`config.mk`:
```
export PLATFORM = sky130hd
export DESIGN_NAME = mcr_misc_control
export DESIGN_NICKNAME = d
export VERILOG_FILES = /design/src/mcr_pkg.sv /design/src/mcr_ptr_bank.sv /design/src/mcr_misc_control.sv
export SDC_FILE = /design/constraint.sdc
export NUM_CORES = 1
export LEC_CHECK = 0
export BUFFER_PORTS_ARGS = -buffer_cell sky130_fd_sc_hd__buf_2
export CAP_MARGIN = 20
export CORE_MARGIN = 10
export CORE_UTILIZATION = 55
export CTS_BUF_LIST = sky130_fd_sc_hd__clkbuf_8 sky130_fd_sc_hd__clkbuf_16
export CTS_CLUSTER_SIZE = 24
export DETAILED_ROUTE_END_ITERATION = 16
export GPL_TIMING_DRIVEN = 0
export HOLD_SLACK_MARGIN = 0.12
export PLACE_DENSITY = 0.94
export SYNTH_ARGS = -nofsm -noshare
export SYNTH_HDL_FRONTEND = slang
export SYNTH_SLANG_ARGS = --single-unit
export TNS_END_PERCENT = 5
```
`constraint.sdc`:
```
create_clock -name mclk -period 5.3 [get_ports mclk]
set_input_delay 0.53 -clock mclk [delete_from_list [all_inputs] [get_ports mclk]]
set_output_delay 0.53 -clock mclk [all_outputs]
set_load 0.02 [all_outputs]
```
`src/mcr_pkg.sv`:
```
// mcr_pkg: constants and carriers for the auxiliary misc control register block.
// assumes: a single 125 MHz clock domain, APB slave with 32-bit data.
package mcr_pkg;

    // control register word index; its byte address is four times the index
    localparam logic [11:0] MISC_CONTROL_OFS = 12'h0A2;
    localparam logic [11:0] MISC_CONTROL_ADDR = {MISC_CONTROL_OFS[9:0], 2'b00};
    // other register byte addresses
    localparam logic [11:0] PTR0_ADDR = 12'h100;
    localparam logic [11:0] PTR1_ADDR = 12'h104;
    localparam logic [11:0] PTR_CUR_ADDR = 12'h108;
    localparam logic [11:0] IRQ_STATUS_ADDR = 12'h10C;
    localparam logic [11:0] IRQ_CLEAR_ADDR = 12'h110;
    localparam logic [11:0] IRQ_ENABLE_ADDR = 12'h114;

    // misc_control field positions
    localparam int KEY_WAKE_BIT = 7;
    localparam int BROWNOUT_OFF_BIT = 6;
    localparam int BROWNOUT_IRQ_BIT = 5;
    localparam int LOW_POWER_PIN_BIT = 4;
    localparam int SOFT_RESTART_BIT = 3;
    localparam int ZERO_BIT = 2;
    localparam int RESERVED_BIT = 1;
    localparam int POINTER_SELECT_BIT = 0;

    // reset values and writable mask (bits 2 and 3 never stored)
    localparam logic [7:0] MISC_CONTROL_RESET = 8'h00;
    localparam logic [7:0] MISC_CONTROL_WMASK = 8'hF3;
    localparam logic [15:0] PTR_RESET = 16'h0000;
    localparam logic [1:0] IRQ_RESET = 2'h0;

    // interrupt status bit positions
    localparam int IRQ_KEY_BIT = 0;
    localparam int IRQ_BROWNOUT_BIT = 1;

    // soft restart pulse length in cycles
    localparam int RESTART_CYCLES = 4;

    // cpu pointer access commands
    typedef enum logic [2:0] {
        MCR_PTR_NONE = 3'h0,
        MCR_PTR_LOAD = 3'h1,
        MCR_PTR_INC = 3'h2,
        MCR_PTR_WR_LOW = 3'h3,
        MCR_PTR_WR_HIGH = 3'h4
    } mcr_ptr_cmd_t;

    // cpu-side pointer request carrier
    typedef struct packed {
        mcr_ptr_cmd_t cmd;
        logic [15:0] data;
    } mcr_ptr_req_t;

    // brownout control outputs
    typedef struct packed {
        logic detector_enable;
        logic reset_req;
        logic irq_req;
    } mcr_brownout_t;

endpackage : mcr_pkg

```
`src/mcr_ptr_bank.sv`:
```
// mcr_ptr_bank: two 16-bit data pointers, one selected at a time.
// assumes: selection and commands come from the misc control block.
`timescale 1ns/1ps
module mcr_ptr_bank #(
    parameter int WIDTH = 16
) (
    input wire logic mclk, // core clock
    input wire logic rst_n, // async reset, active low
    input wire logic sel, // pointer select
    input wire mcr_pkg::mcr_ptr_req_t req, // cpu pointer command
    input wire logic bus_wr0, // bus write to pointer 0
    input wire logic bus_wr1, // bus write to pointer 1
    input wire logic [WIDTH-1:0] bus_data, // bus write data
    output logic [WIDTH-1:0] ptr0, // pointer 0 value
    output logic [WIDTH-1:0] ptr1, // pointer 1 value
    output logic [WIDTH-1:0] cur // selected pointer
);

    typedef struct packed {
        logic [1:0][WIDTH-1:0] p;
    } mcr_bank_state_t;

    mcr_bank_state_t st_ff;
    mcr_bank_state_t nxt_st;

    // only the selected pointer is touched by cpu commands
    always_comb begin
        nxt_st = st_ff;
        case (req.cmd)
            mcr_pkg::MCR_PTR_LOAD: nxt_st.p[sel] = req.data;
            mcr_pkg::MCR_PTR_INC: nxt_st.p[sel] = st_ff.p[sel] + WIDTH'(1);
            mcr_pkg::MCR_PTR_WR_LOW: nxt_st.p[sel][7:0] = req.data[7:0];
            mcr_pkg::MCR_PTR_WR_HIGH: nxt_st.p[sel][WIDTH-1:8] = req.data[WIDTH-9:0];
            default: nxt_st = st_ff;
        endcase
        if (bus_wr0) begin
            nxt_st.p[0] = bus_data;
        end
        if (bus_wr1) begin
            nxt_st.p[1] = bus_data;
        end
    end

    // state register
    always_ff @(posedge mclk or negedge rst_n) begin
        if (!rst_n) begin
            st_ff <= '0;
        end else begin
            st_ff <= nxt_st;
        end
    end

    // outputs
    assign ptr0 = st_ff.p[0];
    assign ptr1 = st_ff.p[1];
    assign cur = st_ff.p[sel];

endmodule : mcr_ptr_bank

```
`src/mcr_misc_control.sv`:
```
// mcr_misc_control: auxiliary misc control register with dual pointer, brownout
// control, soft restart and key wake flag, reached over APB.
// assumes: APB master per protocol, synchronous inputs, key pins active low.
// Overview of operation
// - key_wake_flag sets when any enabled port 0 pin is low.
// - key_wake_flag stays set until software writes it zero.
// - brownout_off high disables the detector: no reset, no interrupt.
// - brownout_to_irq high blocks brownout from causing a chip reset.
// - with brownout_to_irq high, brownout raises an interrupt request instead.
// - writing bit 3 as one raises soft_restart for four cycles; this block's own registers keep their values.
// - bit 2 always reads zero and ignores writes.
// - bit 0 selects one of two pointers for cpu commands; apb reaches both.
// - cpu pointer commands act on selected pointer; apb PTR0/PTR1 writes ignore bit 0.
//
// Design decision made here: the APB slave port.
`timescale 1ns/1ps
module mcr_misc_control #(
    parameter int PORT_W = 8,
    parameter int PTR_W = 16
) (
    input wire logic mclk, // core clock
    input wire logic rst_n, // async reset, active low
    input wire logic psel, // apb select
    input wire logic penable, // apb enable
    input wire logic pwrite, // apb direction
    input wire logic [11:0] paddr, // apb byte address
    input wire logic [31:0] pwdata, // apb write data
    output logic [31:0] prdata, // apb read data
    output logic pready, // apb ready
    output logic pslverr, // apb error
    input wire logic [PORT_W-1:0] port0_pins, // port 0 pin levels
    input wire logic [PORT_W-1:0] key_wake_enable, // per pin wake enable
    input wire logic brownout_detect, // raw brownout detect
    input wire mcr_pkg::mcr_ptr_req_t ptr_req, // cpu pointer command
    output logic [PTR_W-1:0] data_pointer, // selected pointer value
    output mcr_pkg::mcr_brownout_t brownout, // brownout controls
    output logic soft_restart, // chip restart request
    output logic irq // level interrupt
);

    typedef struct packed {
        logic [7:0] ctl;
        logic [1:0] irq_stat;
        logic [1:0] irq_en;
        logic [2:0] restart_cnt;
        logic [31:0] rdata;
        logic err;
    } mcr_state_t;

    mcr_state_t st_ff;
    mcr_state_t nxt_st;

    logic [PTR_W-1:0] ptr0;
    logic [PTR_W-1:0] ptr1;
    logic acc;
    logic wr;
    logic [11:0] word_addr;
    logic key_event;
    logic bo_active;

    // word-aligned decode of one address
    function automatic logic hit(input logic [11:0] a, input logic [11:0] reg_addr);
        hit = (a[11:2] == reg_addr[11:2]);
    endfunction : hit

    assign acc = psel && penable;
    assign wr = acc && pwrite;
    assign word_addr = {paddr[11:2], 2'b00};
    assign key_event = |(key_wake_enable & ~port0_pins);
    assign bo_active = brownout_detect && !st_ff.ctl[mcr_pkg::BROWNOUT_OFF_BIT];

    // next state: register writes, flags, read mux
    always_comb begin
        nxt_st = st_ff;
        nxt_st.err = 1'b0;
        if (st_ff.restart_cnt != 3'h0) begin
            nxt_st.restart_cnt = st_ff.restart_cnt - 3'h1;
        end
        // interrupt status clear first, so a set below wins
        if (wr && hit(word_addr, mcr_pkg::IRQ_CLEAR_ADDR)) begin
            nxt_st.irq_stat = st_ff.irq_stat & ~pwdata[1:0];
        end
        if (wr && hit(word_addr, mcr_pkg::IRQ_ENABLE_ADDR)) begin
            nxt_st.irq_en = pwdata[1:0];
        end
        if (wr && hit(word_addr, mcr_pkg::MISC_CONTROL_ADDR)) begin
            // bits 2 and 3 never stored; 3 launches a restart
            nxt_st.ctl = pwdata[7:0] & mcr_pkg::MISC_CONTROL_WMASK;
            if (pwdata[mcr_pkg::SOFT_RESTART_BIT]) begin
                nxt_st.restart_cnt = 3'(mcr_pkg::RESTART_CYCLES);
            end
        end
        // hardware set wins over software clear
        if (key_event) begin
            nxt_st.ctl[mcr_pkg::KEY_WAKE_BIT] = 1'b1;
            nxt_st.irq_stat[mcr_pkg::IRQ_KEY_BIT] = 1'b1;
        end
        if (bo_active && st_ff.ctl[mcr_pkg::BROWNOUT_IRQ_BIT]) begin
            nxt_st.irq_stat[mcr_pkg::IRQ_BROWNOUT_BIT] = 1'b1;
        end
        // read data captured in setup phase
        nxt_st.rdata = 32'h0000_0000;
        if (psel && !penable) begin
            if (hit(paddr, mcr_pkg::MISC_CONTROL_ADDR)) begin
                nxt_st.rdata = {24'h000000, st_ff.ctl};
            end else if (hit(paddr, mcr_pkg::PTR0_ADDR)) begin
                nxt_st.rdata = {16'h0000, ptr0};
            end else if (hit(paddr, mcr_pkg::PTR1_ADDR)) begin
                nxt_st.rdata = {16'h0000, ptr1};
            end else if (hit(paddr, mcr_pkg::PTR_CUR_ADDR)) begin
                nxt_st.rdata = {16'h0000, data_pointer};
            end else if (hit(paddr, mcr_pkg::IRQ_STATUS_ADDR)) begin
                nxt_st.rdata = {30'h00000000, st_ff.irq_stat};
            end else if (hit(paddr, mcr_pkg::IRQ_ENABLE_ADDR)) begin
                nxt_st.rdata = {30'h00000000, st_ff.irq_en};
            end else if (!hit(paddr, mcr_pkg::IRQ_CLEAR_ADDR)) begin
                nxt_st.err = 1'b1;
            end else begin
                nxt_st.rdata = 32'h0000_0000;
            end
        end else if (psel && penable) begin
            nxt_st.rdata = st_ff.rdata;
            nxt_st.err = st_ff.err;
        end
    end

    // state register, all zero on reset
    always_ff @(posedge mclk or negedge rst_n) begin
        if (!rst_n) begin
            st_ff <= '0;
        end else begin
            st_ff <= nxt_st;
        end
    end

    // pointer pair
    mcr_ptr_bank #(
        .WIDTH(PTR_W)
    ) u_ptr (
        .mclk(mclk),
        .rst_n(rst_n),
        .sel(st_ff.ctl[mcr_pkg::POINTER_SELECT_BIT]),
        .req(ptr_req),
        .bus_wr0(wr && hit(word_addr, mcr_pkg::PTR0_ADDR)),
        .bus_wr1(wr && hit(word_addr, mcr_pkg::PTR1_ADDR)),
        .bus_data(pwdata[PTR_W-1:0]),
        .ptr0(ptr0),
        .ptr1(ptr1),
        .cur(data_pointer)
    );

    // apb answers in the access cycle with no wait
    assign pready = 1'b1;
    assign prdata = st_ff.rdata;
    assign pslverr = acc && st_ff.err;

    // brownout routing
    assign brownout.detector_enable = !st_ff.ctl[mcr_pkg::BROWNOUT_OFF_BIT];
    assign brownout.reset_req = bo_active && !st_ff.ctl[mcr_pkg::BROWNOUT_IRQ_BIT];
    assign brownout.irq_req = bo_active && st_ff.ctl[mcr_pkg::BROWNOUT_IRQ_BIT];

    // restart pulse and interrupt level
    assign soft_restart = (st_ff.restart_cnt != 3'h0);
    assign irq = |(st_ff.irq_stat & st_ff.irq_en);

endmodule : mcr_misc_control

```
==> metrics.txt <==
GP Congestion 1.05; asr flop ratio synth 100%; clock tree buffer depth 2; antenna violations before repair 0; #FFs+latches synth 62; pin count of the biggest net entering global routing 63; clock slew at reported path FFs 0.09 ns; clk_lat worst skew 0.36 ns; Final Setup Violations 0; Post-Synthesis Mean Instance Area 7.83 um2; final hold viol count 0; pwr/cell area 242 nW/um2; DP Wirelength 15.9 mm; crit path kind reg -> out; row count 36; Layout fillers 885; WP data required 4.77 ns; Crit path largest cell delay 0.56 ns; CTS resizes 0; Finished Core Util 65.7%; Iter 0 DRT Violations 1075; DRC viols 0; Die Width 119 um; Post-Route WL 21.4 mm; setup TNS 0 ns; antenna cells 0; Register Area 1550 um2; postcts setup bufs 0; drt pass-1 iters 7; sequential fraction of the synthesis area 28.9%; multi-input combinational cell area 3310 um2; Initial Util 55.7%; maximum fanout along the worst path 10; crit path cell chain buf_2 > buf_2 > buf_2 > buf_2 > buf_1 > mux2_2 > buf_2; Slew Limit Fails 0; worst clock skew 0.0207 ns; design area 6340 um2; max capacitance violation total 0; antenna-violating nets left 0; Critical Path AT 3.10 ns; Num Clock Sinks 62; Ys Warns 0; vias 6396; CTS buffer count 9; core area 9640 um2; routed vias/inst 6.71; count of hold-fix buffers inserted at cts 0; Worst Hold Class in -> async; Area after DPL 6110 um2; most frequent CP cell buf_2; Leak Pwr 2.80 nW; EDFF count, synth 0; I/O pins 140; first-pass GRT wire length 33.5 mm; CP max stage cell buf_1; RSZ-0062 raised after global routing false; vias in the first global route 6072; share of layout cells above drive strength 1 23.9%; fin nets 903; Max VDD drop 116 uV; Port-buffer cells 103; remaining global-route overflow 0; CTS tree built; area delta synth->final 18.0%; element type at the critical path end primary output; Synth cell types 79; Die Ht 119 um; die area 14100 um2; crit share post-route 68.4%; WL per Instance 22.5 um; outcome finished clean; Mapped Cells 686; slew margin rel. 38.5%; Mapped Area 5370 um2; startpoint types register; ys flop type dfrtp_1; fmax 276 MHz; H-tree levels 3; GRT Total Usage 29.2%; Worst-Margin Slew 0.916 ns; post-layout min period 3.63 ns; clock root buffer clkbuf_8
[power by group]
part	switching, W	internal, W
combinational	0.000272	0.000174
clock	0.000219	0.000277
sequential	0.0000722	0.000520
[cell families (layout without fill, tap and decap cells)]
kind of cell / Yosys count / after routing / share of synthesized area (%)
compound gates: 256 / 256 / 31.9
xor+xnor: 7 / 7 / 1.14
fa+ha+maj: 3 / 3 / 0.699
buf+inv: 110 / 229 / 10.6
flops: 62 / 62 / 28.9
mux: 12 / 12 / 2.42
other cells: 2 / 17 / 0.140
simple gates: 234 / 234 / 24.2
[registers in the layout, summed over array words and instances, names as in the netlist]
signal and cells:
prdata 16, u_ptr.ptr0 16, u_ptr.ptr1 16, st_ff 14
[cell type report]
type | count | share of cell area [%]
flip-flops and latches | 62 | 24.5
inverters | 30 | 1.78
plain buffers | 80 | 7.21
clock inverters | 6 | 1.36
multi-input cells | 529 | 52.2
well taps | 133 | 2.63
repair buffers | 103 | 8.17
clock buffers | 10 | 2.17
[worst paths after layout]
| path | from | depth (start not counted) | slack, ns | endpoint |
|---|---|---|---|---|
| setup / recovery | st_ff[40] | 7 | 1.67 | data_pointer[13] |
| hold / removal | rst_n | 1 | 0.26 | u_ptr.ptr0[8] |
| setup reg to reg | st_ff[40] | 10 | 2.12 | u_ptr.ptr0[10] |
| hold reg to reg | prdata[15] | 2 | 0.48 | prdata[15] |
| max in group asynchronous | rst_n | 1 | 4.50 | u_ptr.ptr1[7] |
| min in group mclk | pwdata[2] | 3 | 0.40 | u_ptr.ptr1[2] |
[synth_stat cells, drive strengths merged, types with 4 or more instances]
cell type / n / area, um2
and3: 6 / 37.5
a22oi: 20 / 155
nand3b: 5 / 37.5
o22ai: 18 / 113
mux2i: 4 / 40.0
a22o: 10 / 87.6
a32o: 6 / 60.1
o21ai: 75 / 375
a31oi: 10 / 62.6
nor2b: 13 / 81.3
dfrtp: 62 / 1550
nand2: 60 / 225
a221o: 4 / 40.0
a211o: 4 / 35.0
a21oi: 48 / 240
a221oi: 8 / 76.3
clkbuf: 27 / 101
nor4: 5 / 52.6
nor3: 11 / 60.1
or3b: 6 / 52.6
xor2: 4 / 35.0
nand3: 19 / 95.1
o211ai: 11 / 82.6
nand2b: 17 / 106
nor3b: 5 / 37.5
inv: 29 / 109
a211oi: 5 / 37.5
nor2: 39 / 151
and4: 4 / 37.5
mux2: 8 / 90.1
or3: 4 / 25.0
or2: 4 / 25.0
and2: 5 / 31.3
a222oi: 4 / 40.0
nand4: 17 / 106
buf: 53 / 355
o32ai: 4 / 42.6
nand4b: 5 / 43.8
[stage by stage]
| stage | setup WS [ns] | total power [W] | hold slack (ns) | instances |
|---|---|---|---|---|
| floorplan | 2.97 | 0.000866 | 0.234 | 701 |
| global placement | 2.15 | 0.00102 | 0.463 | 937 |
| detailed placement | 2.20 | 0.00103 | 0.472 | 937 |
| CTS | 1.84 | 0.00151 | 0.299 | 953 |
| global route | 1.66 | 0.00159 | 0.324 | 953 |
| finish | 1.67 | 0.00153 | 0.257 | 953 |
[critical path, delay by kind of cell (launching register included)]
kind	cells	cell delay [ns]
mux	1	0.41
flops	1	0.36
buf+inv	6	1.96
[metal layers]
layer  vias to the layer above  routed length (um)  track usage (%)
met5                         -                   0                0
met4                         0                1040             11.8
met3                       114                3090             9.31
met2                       572                9180             43.7
met1                      2910                8130             38.1
li1                       2800                   -                -
[layout by cell type (no fill, tap or decap), types with 5 or more instances in the layout]
cell type,synthesis,final
nand4_1,17,17
dfrtp_1,62,62
a221oi_1,7,7
o21ai_0,72,72
o22ai_1,18,18
a22o_1,10,10
or3b_2,6,6
a22oi_1,19,19
and3_1,6,6
nand2b_1,17,17
buf_4,34,35
nor2b_1,13,13
nor2_1,37,37
buf_1,6,6
nor3_1,10,10
a211oi_1,5,5
mux2_2,8,8
and2_1,5,5
a21oi_1,48,48
o211ai_1,11,11
clkbuf_1,27,27
conb_1,2,17
buf_2,11,113
a31oi_1,10,10
inv_1,29,30
nand3_1,19,19
a32o_1,6,6
nor3b_1,5,5
nand4b_1,5,5
nand3b_1,5,5
nand2_1,60,60
clkbuf_8,0,10
Power figures use the tool's default switching activity.
